$ cat config.mk
export PLATFORM = sky130hd
export DESIGN_NAME = lfe_top
export DESIGN_NICKNAME = d
export VERILOG_FILES = /design/src/core/lfe_pkg.sv /design/src/core/lfe_top.sv
export SDC_FILE = /design/constraint.sdc
export NUM_CORES = 1
export LEC_CHECK = 0
export ABC_CLOCK_PERIOD_IN_PS = 5000
export BUFFER_PORTS_ARGS = -buffer_cell sky130_fd_sc_hd__buf_2
export CAP_MARGIN = 0
export CORE_MARGIN = 5
export CORE_UTILIZATION = 45
export DETAILED_ROUTE_END_ITERATION = 10
export PLACE_DENSITY = 0.72
export SLEW_MARGIN = 30
export SYNTH_ARGS = -nofsm -noshare
export SYNTH_HDL_FRONTEND = slang
export SYNTH_SLANG_ARGS = --single-unit
export TNS_END_PERCENT = 20
$ cat constraint.sdc
create_clock -name core_clk_i -period 5 [get_ports core_clk_i]
set_input_delay 0.5 -clock core_clk_i [delete_from_list [all_inputs] [get_ports core_clk_i]]
set_output_delay 0.5 -clock core_clk_i [all_outputs]
set_load 0.05 [all_outputs]
$ cat src/core/lfe_pkg.sv
package lfe_pkg;
    localparam int unsigned CLK_HZ          = 125_000_000;
    localparam int unsigned NUM_LEDS        = 3;

    // event source selection codes for a direct-function field
    typedef enum logic [3:0] {
        LFE_SRC_NONE     = 4'h0,
        LFE_SRC_LINK_LO  = 4'h1,
        LFE_SRC_LINK_MID = 4'h2,
        LFE_SRC_LINK_GIG = 4'h3,
        LFE_SRC_LINK_ANY = 4'h4,
        LFE_SRC_TX_ACT   = 4'h5,
        LFE_SRC_RX_ACT   = 4'h6,
        LFE_SRC_ACT      = 4'h7,
        LFE_SRC_COL      = 4'h8,
        LFE_SRC_EEE      = 4'h9,
        LFE_SRC_ANEG     = 4'hA,
        LFE_SRC_DIAG     = 4'hB,
        LFE_SRC_COPPER   = 4'hC,
        LFE_SRC_FIBER    = 4'hD
    } lfe_src_e;

    // register map (word addresses)
    localparam logic [3:0] ADDR_LED_CFG0    = 4'h0;
    localparam logic [3:0] ADDR_LED_CFG1    = 4'h1;
    localparam logic [3:0] ADDR_LED_CFG2    = 4'h2;
    localparam logic [3:0] ADDR_COMPLEX_LO  = 4'h3;
    localparam logic [3:0] ADDR_COMPLEX_HI  = 4'h4;
    localparam logic [3:0] ADDR_LED_CTRL    = 4'h5;
    localparam logic [3:0] ADDR_STATUS      = 4'h6;

    // per_led_cfg field positions
    localparam int unsigned POS_PULSE = 0;
    localparam int unsigned POS_FAST  = 4;
    localparam int unsigned POS_SLOW  = 8;
    localparam int unsigned POS_ON    = 12;
    // complex_cfg_low: all_flash, walk enable bits
    localparam int unsigned POS_ALLF  = 0;
    localparam int unsigned POS_WALK  = 1;
    // complex_cfg_high: inverted_sweep enable, freq selects
    localparam int unsigned POS_INVS  = 0;
    localparam int unsigned POS_FFS   = 4;
    localparam int unsigned POS_SFS   = 8;
    // led control: internal_control_select [2:0], direct_drive_bit [6:4]
    localparam int unsigned POS_ICS   = 0;
    localparam int unsigned POS_DDB   = 4;

    localparam logic [15:0] RST_LED_CFG    = 16'h0000;
    localparam logic [15:0] RST_COMPLEX_LO = 16'h0000;
    localparam logic [15:0] RST_COMPLEX_HI = 16'h0110;
    localparam logic [15:0] RST_LED_CTRL   = 16'h0007;

    // half-period of a flash for frequency select code n: base * 2^(n mod 8) cycles
    localparam int unsigned FAST_BASE_NS    = 8_000_000;
    localparam int unsigned SLOW_BASE_NS    = 32_000_000;
    localparam int unsigned FAST_BASE_CYC   = FAST_BASE_NS / (1_000_000_000 / CLK_HZ);
    localparam int unsigned SLOW_BASE_CYC   = SLOW_BASE_NS / (1_000_000_000 / CLK_HZ);
endpackage : lfe_pkg

$ cat src/core/lfe_top.sv
// Decided for this implementation: the placing of the registers and the plain strobed port.
`timescale 1ns/1ps
module lfe_top
    import lfe_pkg::*;
#(
    parameter int unsigned FAST_BASE = FAST_BASE_CYC,   // fast half-period base, cycles
    parameter int unsigned SLOW_BASE = SLOW_BASE_CYC    // slow half-period base, cycles
) (
    input  wire logic        core_clk_i,        // system clock
    input  wire logic        rst_b_i,           // async reset, active low
    input  wire logic        clk_en_i,          // freezes all state when low
    input  wire logic [3:0]  reg_addr_i,        // register word address
    input  wire logic [15:0] reg_wdata_i,       // write data
    input  wire logic        reg_wr_i,          // write strobe
    input  wire logic        reg_rd_i,          // read strobe
    output logic      [15:0] reg_rdata_o,       // read data, cycle after strobe
    input  wire logic        link_up_slow_speed_i,  // link up at 10M
    input  wire logic        link_up_mid_speed_i,   // link up at 100M
    input  wire logic        link_up_gigabit_i,     // link up at 1000M
    input  wire logic        transmit_activity_i,   // tx activity pulse
    input  wire logic        receive_activity_i,    // rx activity pulse
    input  wire logic        collision_i,           // half-duplex collision
    input  wire logic        eee_mode_i,            // low-power mode active
    input  wire logic        aneg_busy_i,           // auto-negotiation running
    input  wire logic        diag_active_i,         // self-test or cable diagnostics
    input  wire logic        media_fiber_i,         // fiber interface active
    output logic      [2:0]  led_o              // led pins, active high
);
    // walk and antiphase logic are written for exactly three LEDs
    if (NUM_LEDS != 3 || FAST_BASE < 2 || SLOW_BASE < 2) begin : g_bad_param
        $error("lfe_top: unsupported parameter values");
    end

    logic [15:0] led_cfg_r [NUM_LEDS];
    logic [15:0] cplx_lo_r;
    logic [15:0] cplx_hi_r;
    logic [15:0] led_ctrl_r;
    logic [15:0] rdata_r;

    // register writes
    always_ff @(posedge core_clk_i or negedge rst_b_i) begin
        if (!rst_b_i) begin
            for (int i = 0; i < NUM_LEDS; i++) led_cfg_r[i] <= RST_LED_CFG;
            cplx_lo_r  <= RST_COMPLEX_LO;
            cplx_hi_r  <= RST_COMPLEX_HI;
            led_ctrl_r <= RST_LED_CTRL;
        end else if (clk_en_i && reg_wr_i) begin
            if (reg_addr_i == ADDR_LED_CFG0) begin
                led_cfg_r[0] <= reg_wdata_i;
            end else if (reg_addr_i == ADDR_LED_CFG1) begin
                led_cfg_r[1] <= reg_wdata_i;
            end else if (reg_addr_i == ADDR_LED_CFG2) begin
                led_cfg_r[2] <= reg_wdata_i;
            end else if (reg_addr_i == ADDR_COMPLEX_LO) begin
                cplx_lo_r <= {14'h0000, reg_wdata_i[1:0]};
            end else if (reg_addr_i == ADDR_COMPLEX_HI) begin
                cplx_hi_r <= {4'h0, reg_wdata_i[11:8], reg_wdata_i[7:4], 3'h0, reg_wdata_i[0]};
            end else if (reg_addr_i == ADDR_LED_CTRL) begin
                led_ctrl_r <= {9'h000, reg_wdata_i[6:4], 1'b0, reg_wdata_i[2:0]};
            end
        end
    end

    // sources synchronised through two flops
    logic [9:0] src_meta_r;
    logic [9:0] src_sync_r;
    always_ff @(posedge core_clk_i or negedge rst_b_i) begin
        if (!rst_b_i) begin
            src_meta_r <= 10'h000;
            src_sync_r <= 10'h000;
        end else if (clk_en_i) begin
            src_meta_r <= {media_fiber_i, diag_active_i, aneg_busy_i, eee_mode_i, collision_i,
                           receive_activity_i, transmit_activity_i, link_up_gigabit_i,
                           link_up_mid_speed_i, link_up_slow_speed_i};
            src_sync_r <= src_meta_r;
        end
    end

    // selectable condition from a 4-bit code
    function automatic logic src_sel(input logic [3:0] code, input logic [9:0] s);
        logic r;
        r = 1'b0;
        case (code)
            LFE_SRC_LINK_LO:  r = s[0];
            LFE_SRC_LINK_MID: r = s[1];
            LFE_SRC_LINK_GIG: r = s[2];
            LFE_SRC_LINK_ANY: r = s[0] | s[1] | s[2];
            LFE_SRC_TX_ACT:   r = s[3];
            LFE_SRC_RX_ACT:   r = s[4];
            LFE_SRC_ACT:      r = s[3] | s[4];
            LFE_SRC_COL:      r = s[5];
            LFE_SRC_EEE:      r = s[6];
            LFE_SRC_ANEG:     r = s[7];
            LFE_SRC_DIAG:     r = s[8];
            LFE_SRC_COPPER:   r = ~s[9] & (s[0] | s[1] | s[2]);
            LFE_SRC_FIBER:    r = s[9];
            default:          r = 1'b0;
        endcase
        return r;
    endfunction : src_sel

    logic [3:0]  fast_freq_select;
    logic [3:0]  slow_freq_select;
    logic [31:0] fast_half;
    logic [31:0] slow_half;
    assign fast_freq_select = cplx_hi_r[POS_FFS +: 4];
    assign slow_freq_select = cplx_hi_r[POS_SFS +: 4];
    assign fast_half = 32'(FAST_BASE) << fast_freq_select[2:0];
    assign slow_half = 32'(SLOW_BASE) << slow_freq_select[2:0];

    logic [31:0] fast_cnt_r;
    logic [31:0] slow_cnt_r;
    logic        fast_ph_r;
    logic        slow_ph_r;
    logic        fast_tick;
    assign fast_tick = (fast_cnt_r >= fast_half - 32'd1);
    always_ff @(posedge core_clk_i or negedge rst_b_i) begin
        if (!rst_b_i) begin
            fast_cnt_r <= 32'd0;
            fast_ph_r  <= 1'b0;
        end else if (clk_en_i) begin
            if (fast_tick) begin
                fast_cnt_r <= 32'd0;
                fast_ph_r  <= ~fast_ph_r;
            end else begin
                fast_cnt_r <= fast_cnt_r + 32'd1;
            end
        end
    end
    always_ff @(posedge core_clk_i or negedge rst_b_i) begin
        if (!rst_b_i) begin
            slow_cnt_r <= 32'd0;
            slow_ph_r  <= 1'b0;
        end else if (clk_en_i) begin
            if (slow_cnt_r >= slow_half - 32'd1) begin
                slow_cnt_r <= 32'd0;
                slow_ph_r  <= ~slow_ph_r;
            end else begin
                slow_cnt_r <= slow_cnt_r + 32'd1;
            end
        end
    end

    logic [1:0] walk_pos_r;
    logic       walk_up_r;
    always_ff @(posedge core_clk_i or negedge rst_b_i) begin
        if (!rst_b_i) begin
            walk_pos_r <= 2'd0;
            walk_up_r  <= 1'b1;
        end else if (clk_en_i && fast_tick) begin
            if (walk_up_r) begin
                if (walk_pos_r == 2'd2) begin
                    walk_pos_r <= 2'd1;
                    walk_up_r  <= 1'b0;
                end else begin
                    walk_pos_r <= walk_pos_r + 2'd1;
                end
            end else begin
                if (walk_pos_r == 2'd0) begin
                    walk_pos_r <= 2'd1;
                    walk_up_r  <= 1'b1;
                end else begin
                    walk_pos_r <= walk_pos_r - 2'd1;
                end
            end
        end
    end

    // pulse stretcher per LED: on for one fast half-period, then off for one
    typedef enum logic [1:0] {
        LFE_P_IDLE = 2'b00,
        LFE_P_ON   = 2'b01,
        LFE_P_OFF  = 2'b10
    } lfe_pulse_e;
    lfe_pulse_e  pst_r   [NUM_LEDS];
    logic [31:0] pcnt_r  [NUM_LEDS];
    logic [2:0]  evt_prev_r;
    logic [2:0]  evt_now;
    logic [2:0]  evt_rise;
    logic [2:0]  led_nxt;

    always_comb begin
        for (int i = 0; i < NUM_LEDS; i++) begin
            evt_now[i] = src_sel(led_cfg_r[i][POS_PULSE +: 4], src_sync_r);
        end
    end
    assign evt_rise = evt_now & ~evt_prev_r;

    always_ff @(posedge core_clk_i or negedge rst_b_i) begin
        if (!rst_b_i) begin
            evt_prev_r <= 3'h0;
            for (int i = 0; i < NUM_LEDS; i++) begin
                pst_r[i]  <= LFE_P_IDLE;
                pcnt_r[i] <= 32'd0;
            end
        end else if (clk_en_i) begin
            evt_prev_r <= evt_now;
            for (int i = 0; i < NUM_LEDS; i++) begin
                case (pst_r[i])
                    // only idle accepts a new event
                    LFE_P_IDLE: begin
                        if (evt_rise[i]) begin
                            pst_r[i]  <= LFE_P_ON;
                            pcnt_r[i] <= 32'd0;
                        end
                    end
                    LFE_P_ON: begin
                        if (pcnt_r[i] >= fast_half - 32'd1) begin
                            pst_r[i]  <= LFE_P_OFF;
                            pcnt_r[i] <= 32'd0;
                        end else begin
                            pcnt_r[i] <= pcnt_r[i] + 32'd1;
                        end
                    end
                    LFE_P_OFF: begin
                        if (pcnt_r[i] >= fast_half - 32'd1) begin
                            pst_r[i]  <= LFE_P_IDLE;
                            pcnt_r[i] <= 32'd0;
                        end else begin
                            pcnt_r[i] <= pcnt_r[i] + 32'd1;
                        end
                    end
                    default: pst_r[i] <= LFE_P_IDLE;
                endcase
            end
        end
    end

    // output selection
    always_comb begin
        for (int i = 0; i < NUM_LEDS; i++) begin
            // direct priority chain: pulse, then fast, slow, steady on; complex modes and external drive override it
            if (pst_r[i] != LFE_P_IDLE) begin
                led_nxt[i] = (pst_r[i] == LFE_P_ON);
            end else if (src_sel(led_cfg_r[i][POS_FAST +: 4], src_sync_r)) begin
                led_nxt[i] = fast_ph_r;
            end else if (src_sel(led_cfg_r[i][POS_SLOW +: 4], src_sync_r)) begin
                led_nxt[i] = slow_ph_r;
            end else if (src_sel(led_cfg_r[i][POS_ON +: 4], src_sync_r)) begin
                led_nxt[i] = 1'b1;
            end else begin
                led_nxt[i] = 1'b0;
            end
            if (cplx_lo_r[POS_ALLF]) begin
                led_nxt[i] = fast_ph_r ^ i[0];
            end else if (cplx_lo_r[POS_WALK]) begin
                led_nxt[i] = (walk_pos_r == 2'(i));
            end else if (cplx_hi_r[POS_INVS]) begin
                led_nxt[i] = (walk_pos_r != 2'(i));
            end
            if (!led_ctrl_r[POS_ICS + i]) begin
                led_nxt[i] = led_ctrl_r[POS_DDB + i];
            end
        end
    end

    always_ff @(posedge core_clk_i or negedge rst_b_i) begin
        if (!rst_b_i) begin
            led_o <= 3'h0;
        end else if (clk_en_i) begin
            led_o <= led_nxt;
        end
    end

    // read data, one cycle after the strobe, zero otherwise
    always_ff @(posedge core_clk_i or negedge rst_b_i) begin
        if (!rst_b_i) begin
            rdata_r <= 16'h0000;
        end else if (clk_en_i) begin
            if (!reg_rd_i) begin
                rdata_r <= 16'h0000;
            end else if (reg_addr_i == ADDR_LED_CFG0) begin
                rdata_r <= led_cfg_r[0];
            end else if (reg_addr_i == ADDR_LED_CFG1) begin
                rdata_r <= led_cfg_r[1];
            end else if (reg_addr_i == ADDR_LED_CFG2) begin
                rdata_r <= led_cfg_r[2];
            end else if (reg_addr_i == ADDR_COMPLEX_LO) begin
                rdata_r <= cplx_lo_r;
            end else if (reg_addr_i == ADDR_COMPLEX_HI) begin
                rdata_r <= cplx_hi_r;
            end else if (reg_addr_i == ADDR_LED_CTRL) begin
                rdata_r <= led_ctrl_r;
            end else if (reg_addr_i == ADDR_STATUS) begin
                rdata_r <= {9'h000, led_o, 1'b0, walk_pos_r, fast_ph_r};
            end else begin
                rdata_r <= 16'h0000;
            end
        end
    end
    assign reg_rdata_o = rdata_r;
endmodule : lfe_top

==> impl_metrics.yaml, run 1 <==
cts:
  clk_pin_slew_ns: 0.06
  cts_buffers: 34
  clkLatencyLatePin_ns: 0.56
  htree_num_levels: 2
  clockBufferDepth: 3
  cts_tree: "built"
  cts_root_buffer: "clkbuf_16"
  clock_sinks: 278
detailed_routing:
  finalWirelength_um: 49800
  antenna_left: 0
  drtPass1Iterations: 6
  avgViaCountPerCell: 6.19
  wl_per_cell_um: 18.9
  drc: 0
  num_vias: 16300
  drtIter0Drc: 1454
place:
  hpwlAfterDp_um: 34400
  place_ws_ns: 0.112
  globalplace.congestion: 0.896
  portBuffers: 53
power_and_ir_drop:
  power_density_nw_per_um2: 401
  p_leak_nw: 9.43
  peakVddDrop_mv: 0.404
yosys:
  syn_area_um2: 18700
  yosys_register_bits: 278
  synthArstFlopShare_pct: 100
  syn_area_per_cell_um2: 9.17
  ys.flop_type: "dfrtp_1"
  yosysWarnings: 0
  yosysSeqAreaShare_pct: 37.2
  netlist_instances: 2040
  synth_edf_count: 0
  ys_types: 91
critical_path:
  path_class: "flop to flop"
  end_kind: "flop"
  startpoint_type: "flop"
  arrival_ns: 5.17
  critPathRequiredTime_ns: 5.47
  max_stage_delay_ns: 0.59
  crit_family: "compound AO/OA/AOI/OAI gates"
  path_buf_inv: 2
  cp_max_fo: 15
  critPathSlowestCell: "dfstp_2"
  cp_cell_sequence: "inv_1 -> ha_1 -> a21o_1 -> nand4_1 -> o21ai_1 -> or3_1 -> a311oi_2 -> a31o_2 -> a21oi_2 -> buf_4 -> ha_1 -> o21ai_1 -> o211ai_1 -> a2111o_1 -> a21o_2 -> or2_4 -> or4_1 -> nand3_1"
global_route:
  grt_start_max_net_pins: 120
  grt-ovfl-total: 0
  grt_use_met1_pct: 28.7
  grt_util_met2_pct: 34.9
  grt_pass1_vias: 15900
  grtUsageTotal_pct: 21.6
  grt_pass1_wl_um: 81500
  top_usage_layer: "met2"
  met3_usage_pct: 4.07
  antenna_found_initial: 0
layout:
  layout_commonest_cell: "dfrtp_1"
  utilization_pct: 50.8
  layout_common_cells: "dfrtp_1, nor2_1, a21oi_1, nand2_1, ha_1"
  nets: 2257
  drive_above_1_share_pct: 14.5
  antennaDiodeCount: 0
  area_delta_synth_final_pct: 11.5
run_status:
  status: "finished clean"
floorplan:
  initial_core_util_pct: 45.6
  design.core.area_um2: 41000
  dieWidth_um: 214
  io_pins: 54
  die_h_um: 214
  fp.dieArea_um2: 45700
  rows: 74
timing:
  worst_slew_pin_slew_ns: 0.882
  finalCritPeriodShare_pct: 94.1
  rsz0062_at_grt: "false"
  tns_ns: 0
  worst_clock_skew_ns: 0.0346
  finalWorstSetupSlack_ns: 0.297
  setup_viol: 0
  whs_ns: 0.170
  slew_headroom_pct: 40.8
  period_minus_slack_ns: 4.70
  fmax_ghz: 0.213
  final_hold_viol_count: 0
  drv_slew: 0
min_path:
  min_path_type: "primary input to flop"
run:
  drv_cap: 0
==> cell type report <==
cell class              instances  area (um^2)
well taps                     532          666
flip-flops and latches        278         6960
multi-input cells            1600        11100
inverters                      59          221
fillers                      3694        20200
clock inverters                14          145
repair buffers                108          777
clock buffers                  46          956
==> per-layer routing <==
metal	vias to the layer above	share of wire (%)
li1	7634	-
met1	7909	43
met2	631	46
met3	141	6.8
met4	0	3.8
met5	-	0
==> Yosys cell counts (all sizes together), types with 12 or more instances <==
library cell	count	area, um^2
xnor2	33	289
o211ai	13	103
a22oi	13	97.6
clkbuf	80	302
nor2	198	748
mux2	93	1050
o2bb2ai	17	149
nor4	15	106
nand2b	15	93.8
mux2i	43	430
a211oi	21	158
o21ai	104	524
xor2	36	315
nand4	39	244
ha	141	1760
a22o	20	175
and2	17	106
a21o	30	226
nand2	141	529
a31oi	48	307
or3	26	163
a21oi	152	761
and3	37	231
nand3	101	505
nor2b	12	75.1
nor3	51	260
dfrtp	272	6810
buf	37	211
inv	57	214
==> sequential cells by signal, indices dropped and copies added, names as in the netlist, 6 cells and up, named ones only <==
| name | cells |
|---|---|
| pcnt_r | 96 |
| reg_rdata_o | 16 |
| src_sync_r | 10 |
| fast_cnt_r | 32 |
| led_ctrl_r | 6 |
| led_cfg_r | 48 |
| src_meta_r | 10 |
| pst_r | 6 |
| cplx_hi_r | 9 |
| slow_cnt_r | 32 |
==> metrics by stage <==
stage | power, mW | instances | area, um^2
final | 8.35 | 2637 | 20800
after global routing | 8.86 | 2637 | 20800
after CTS | 8.33 | 2633 | 20700
after detailed placement | 5.83 | 2573 | 19600
after global placement | 5.70 | 2573 | 19600
after floorplan | 4.91 | 2054 | 18800
==> final timing paths <==
path | cells after the start | slack, ns | endpoint | start
setup / recovery | 18 | 0.30 | pcnt_r[50] | cplx_hi_r[4]
hold / removal | 2 | 0.17 | src_meta_r[7] | aneg_busy_i
setup reg to reg | 18 | 0.30 | pcnt_r[50] | cplx_hi_r[4]
hold reg to reg | 1 | 0.48 | pcnt_r[61] | pcnt_r[61]
max in group asynchronous | 3 | 3.56 | pcnt_r[84] | rst_b_i
min in group asynchronous | 2 | 0.44 | slow_cnt_r[20] | rst_b_i
==> kinds of logic after synthesis <==
group	count (synthesis)	share of synthesized area, %
buffers and inverters	176	3.93
other	1	0.0201
DFF	278	37.2
xor gates and xnor gates	69	3.23
and+or+nand+nor	697	18.4
adders and majority gates	141	9.43
AOI/OAI and AO/OA	531	18.5
muxes	147	9.23
==> what timing repair did <==
| action | 4_1_cts | 5_1_grt |
|---|---|---|
| setup buffers | 0 | 2 |
| endpoints found under the setup margin | 0 | 90 |
| endpoints found under the hold margin | 0 | 36 |
| hold buffers | 0 | 1 |
| gates resized for setup | 0 | 10 |
==> where the power goes <==
| group | internal [mW] | switching (mW) |
|---|---|---|
| clock | 1.45 | 1.00 |
| sequential | 2.53 | 0.445 |
| combinational | 1.21 | 1.71 |
| total | 5.19 | 3.16 |
Power figures use the tool's default switching activity.
==> run 2: changes to the inputs <==
- ABC_CLOCK_PERIOD_IN_PS: 5000 -> default
- CORE_UTILIZATION: 45 -> 55
- PLACE_DENSITY: 0.72 -> 0.84
==> run 2 against run 1 <==
Compared with the run above: non-clock buffer count down 9; largest cell class unchanged; total power up 0.55%; sequential share of layout area increased by 0.33 points; the run now ends with negative hold slack left; clock-buffer cell count down 12; hold slack worse by 0.19 ns; worst setup slack better by 0.019 ns; sequential power is essentially flat; critical path type unchanged; via count is 1.0% higher; global-route usage up 3.5 points; wire length decreased by 1.5%; critical endpoint is now pcnt_r[67]; highest routed layer unchanged.
==> impl_metrics.yaml, run 2 (synthesis results as in run 1) <==
run_status:
  status: "complete, but fails checks"
  failed_checks: "negative hold slack"
timing:
  rsz0062_at_grt: "false"
  period_minus_slack_ns: 4.68
  tns_ns: 0
  drv_slew: 0
  setup_viol: 0
  final_hold_viol_count: 6
  slew_headroom_pct: 35.7
  fmax_ghz: 0.214
  finalCritPeriodShare_pct: 93.7
  whs_ns: -0.0239
  finalWorstSetupSlack_ns: 0.316
  worst_slew_pin_slew_ns: 0.957
  worst_clock_skew_ns: 0.00881
floorplan:
  io_pins: 54
  dieWidth_um: 194
  rows: 67
  design.core.area_um2: 33500
  die_h_um: 194
  initial_core_util_pct: 55.8
  fp.dieArea_um2: 37800
global_route:
  grt_start_max_net_pins: 125
  grt-ovfl-total: 0
  grt_pass1_wl_um: 81300
  antenna_found_initial: 0
  grtUsageTotal_pct: 25.1
  grt_pass1_vias: 16100
cts:
  cts_hold_buf: 0
  cts_root_buffer: "clkbuf_16"
  clockBufferDepth: 3
  clk_pin_slew_ns: 0.06
  cts_tree: "built"
  clkLatencyLatePin_ns: 0.57
  htree_num_levels: 1
  cts_buffers: 31
  clock_sinks: 278
critical_path:
  r2r_slack_ns: 0.32
  path_class: "flop to flop"
  cp_cell_sequence: "inv_1 -> ha_1 -> a21o_1 -> nand4_1 -> o21ai_1 -> or3_1 -> a311oi_1 -> a31o_2 -> a21oi_1 -> buf_4 -> ha_1 -> a211o_1 -> a21oi_1 -> o21ai_0 -> a311oi_1 -> o31ai_2 -> buf_4 -> or3_1 -> a31oi_1"
  reg2reg_depth: 19
  critPathRequiredTime_ns: 5.48
  cp_max_fo: 16
  max_stage_delay_ns: 0.64
  critPathSlowestCell: "dfstp_2"
  arrival_ns: 5.16
  startpoint_type: "flop"
  end_kind: "flop"
detailed_routing:
  antenna_left: 0
  num_vias: 16500
  drc: 0
  avgViaCountPerCell: 6.49
  drtPass1Iterations: 5
  wl_per_cell_um: 19.3
  drtIter0Drc: 1829
  finalWirelength_um: 49000
min_path:
  min_path_type: "primary input to asynchronous set/reset pin"
layout:
  nets: 2245
  antennaDiodeCount: 0
  area_delta_synth_final_pct: 10.4
  layout_commonest_cell: "dfrtp_1"
  layout_common_cells: "dfrtp_1, nor2_1, a21oi_1, nand2_1, ha_1"
  largest_register: "pcnt_r"
  top_regs: "pcnt_r x96, led_cfg_r x48"
  drive_above_1_share_pct: 14.1
  largest_register_ff_count: 96
  nFillCells: 2686
place:
  portBuffers: 53
  hpwlAfterDp_um: 33800
  place_ws_ns: 0.146
  globalplace.congestion: 0.925
power_and_ir_drop:
  p_leak_nw: 9.37
  power_density_nw_per_um2: 407
  peakVddDrop_mv: 0.344
  power_mw: 8.40
run:
  drv_cap: 0
[run 2: cell count changes in the layout (fill, tap and decap cells not counted), sizes merged]
| cell | previous run | this run |
|---|---|---|
| buf | 107 | 99 |
| bufinv | 2 | 8 |
| clkbuf | 46 | 34 |
| clkinv | 10 | 7 |
| clkinvlp | 1 | 6 |
| dlygate4sd3 | 1 | 0 |
| inv | 60 | 61 |
[run 2: critical path: cells and delay by family, from the launching register on]
family / cells / cell delay (ns)
adder cells (fa/ha/maj): 2 / 0.59
AO/OA/AOI/OAI: 11 / 1.94
flip-flops: 1 / 0.64
AND/OR/NAND/NOR: 3 / 0.84
buffers and inverters: 3 / 0.57
[run 2: cell type report]
type                    instances  area, um^2  share of cell area (%)
clock inverters                23         349                    1.69
multi-input cells            1600       11100                    53.8
clock buffers                  34         797                    3.86
inverters                      59         221                    1.07
flip-flops and latches        278        6960                    33.7
repair buffers                 99         646                    3.13
well taps                     448         561                    2.72
[run 2: timing repair]
action                     4_1_cts  5_1_grt
resized for setup                0        6
setup buffers                    0        3
setup endpoints to repair        0       58
[run 2: layer usage]
metal  up-vias  routed length (um)  global-route usage (%)
met1      7921               20400                    34.4
met4         0                1950                    9.58
met2       790               22900                    41.0
met5         -                   0                       0
met3       177                3820                    3.50
li1       7591                   -                       -
[run 2: where the power goes]
| part | leakage [nW] | internal (mW) | switching [mW] |
|---|---|---|---|
| Combinational | 5.17 | 1.15 | 1.71 |
| Clock | 0.543 | 1.57 | 1.01 |
| Sequential | 3.65 | 2.53 | 0.428 |
| Total | 9.37 | 5.25 | 3.14 |
[run 2: worst paths after layout]
check	start	endpoint
worst max-delay path	cplx_hi_r[4]	pcnt_r[67]
worst min-delay path	rst_b_i	slow_cnt_r[27]
min in group core_clk_i	diag_active_i	src_meta_r[8]
max in group asynchronous	rst_b_i	pcnt_r[33]
worst max register to register	cplx_hi_r[4]	pcnt_r[67]
worst min register to register	reg_rdata_o[14]	reg_rdata_o[14]
[run 2: stage by stage]
stage                     util, %  instance area, um^2  instances  hold WS [ns]
after CTS                    61.4                20600       2538        0.0332
after global placement       58.0                19400       2481         0.462
final                        61.6                20600       2541       -0.0239
after detailed placement     58.0                19400       2481         0.468
after global routing         61.6                20600       2541        0.0679
after floorplan                 -                18800       2054         0.204
==> run 3: changes to the inputs <==
- CORE_MARGIN: 5 -> 8
==> run 3 against run 2 <==
Compared with the run above: the flow now finishes without violations; cell count is essentially flat; total power is 0.20% lower; combinational power is essentially flat; sequential share of layout area hardly changed; non-clock buffer count unchanged.
==> impl_metrics.yaml, run 3 (synthesis results as in run 1) <==
run_status:
  status: "finished clean"
layout:
  top_regs: "pcnt_r x96, led_cfg_r x48"
  utilization_pct: 61.5
  nets: 2245
  largest_register: "pcnt_r"
  antennaDiodeCount: 0
  layout_commonest_cell: "dfrtp_1"
  area_delta_synth_final_pct: 10.3
  layout_common_cells: "dfrtp_1, nor2_1, a21oi_1, nand2_1, ha_1"
  largest_register_ff_count: 96
  drive_above_1_share_pct: 13.9
detailed_routing:
  antenna_left: 0
  wl_per_cell_um: 19.7
  drtIter0Drc: 1702
  drtPass1Iterations: 7
  num_vias: 16600
  finalWirelength_um: 50100
  drc: 0
  avgViaCountPerCell: 6.51
global_route:
  grt_pass1_vias: 16000
  grt_start_max_net_pins: 122
  grt-ovfl-total: 0
  antenna_found_initial: 1
  grtUsageTotal_pct: 23.8
  grt_pass1_wl_um: 81400
critical_path:
  critPathSlowestCell: "ha_1"
  r2r_slack_ns: 0.32
  crit_family: "compound AO/OA/AOI/OAI gates"
  arrival_ns: 5.21
  reg2reg_depth: 16
  startpoint_type: "flop"
  path_class: "flop to flop"
  critPathRequiredTime_ns: 5.52
  max_stage_delay_ns: 0.58
  cp_common_cell: "ha_1"
  cp_cell_sequence: "buf_4 -> ha_1 -> nand2b_1 -> o21ai_0 -> a21o_1 -> nor4_1 -> nor2_1 -> a21oi_1 -> ha_1 -> a211oi_1 -> o211ai_1 -> a2111o_1 -> a21o_2 -> or2_4 -> or4_1 -> nand3_1"
  end_kind: "flop"
  r2r-end: "pcnt_r[50]"
  r2r_start: "cplx_hi_r[5]"
  path_buf_inv: 1
  cp_max_fo: 15
place:
  place_ws_ns: 0.289
  portBuffers: 53
  hpwlAfterDp_um: 34000
  globalplace.congestion: 0.914
power_and_ir_drop:
  p_seq_share_pct: 35.5
  peakVddDrop_mv: 0.374
  p_sw_mw: 3.17
  power_density_nw_per_um2: 406
  p_leak_nw: 9.38
  clkPwrFrac_pct: 30.2
  internal_power_mw: 5.21
  combPwrFrac_pct: 34.3
  swShare_pct: 37.8
floorplan:
  rows: 67
  fp.dieArea_um2: 40200
  initial_core_util_pct: 55.8
  die_h_um: 200
  design.core.area_um2: 33500
  dieWidth_um: 200
  io_pins: 54
timing:
  finalWorstSetupSlack_ns: 0.317
  whs_ns: 0.124
  drv_slew: 0
  final_hold_viol_count: 0
  fmax_ghz: 0.214
  slew_headroom_pct: 37.4
  worst_clock_skew_ns: 0.0279
  finalCritPeriodShare_pct: 93.7
  setup_viol: 0
  period_minus_slack_ns: 4.68
  worst_slew_pin_slew_ns: 0.939
  rsz0062_at_grt: "false"
  tns_ns: 0
cts:
  htree_num_levels: 1
  clock_sinks: 278
  cts_root_buffer: "clkbuf_16"
  clkLatencyLatePin_ns: 0.61
  clk_pin_slew_ns: 0.07
  cts_buffers: 31
  cts_tree: "built"
  clockBufferDepth: 3
min_path:
  min_to: "src_meta_r[5]"
  hp-start: "collision_i"
  min_path_type: "primary input to flop"
  holdPathStages: 2
run:
  drv_cap: 0
==> run 3: worst max path at each step <==
stage,to,slack (ns),cells past startpoint,startpoint
finish,pcnt_r[50],0.32,16,cplx_hi_r[5]
global route,pcnt_r[50],0.07,16,cplx_hi_r[5]
CTS,pcnt_r[86],0.24,19,cplx_hi_r[4]
detailed placement,pcnt_r[85],0.29,19,cplx_hi_r[4]
global placement,pcnt_r[85],0.37,19,cplx_hi_r[4]
floorplan,pcnt_r[50],0.32,20,cplx_hi_r[4]
==> run 3: per-stage QoR <==
| step | area (um^2) | cells | power [mW] |
|---|---|---|---|
| floorplan | 18800 | 2054 | 4.91 |
| detailed placement | 19400 | 2480 | 5.77 |
| global route | 20600 | 2542 | 8.81 |
| CTS | 20600 | 2538 | 8.33 |
| finish | 20600 | 2542 | 8.38 |
| global placement | 19400 | 2480 | 5.62 |
==> run 3: repair_timing <==
item,in CTS,in global routing
buffers inserted,0,2
resized for setup,0,6
endpoints found under the hold margin,0,47
endpoints found under the setup margin,0,74
hold buffers,0,1
==> run 3: layout make-up <==
class | count | area (um^2)
clock buffer | 41 | 853
clock inverter | 17 | 274
fill | 2724 | 12900
inverter | 59 | 221
multi-input combinational | 1600 | 11100
sequential | 278 | 6960
tap | 448 | 561
timing repair buffer | 99 | 672
==> run 3: layer usage <==
layer / global-route usage (%) / share of wire (%) / up-vias
met5: 0 / 0.026 / -
met4: 10.2 / 3.8 / 2
met3: 4.28 / 8.3 / 170
met2: 38.8 / 46 / 803
met1: 30.9 / 41 / 7980
li1: - / - / 7606
==> run 3: power by group through the flow <==
stage	logic (mW)	clock network, mW	registers [mW]
after floorplan	2.08	0	2.83
after global placement	2.65	0	2.97
after detailed placement	2.77	0	2.99
after CTS	2.80	2.56	2.96
after global routing	3.15	2.64	3.02
final	2.88	2.53	2.98
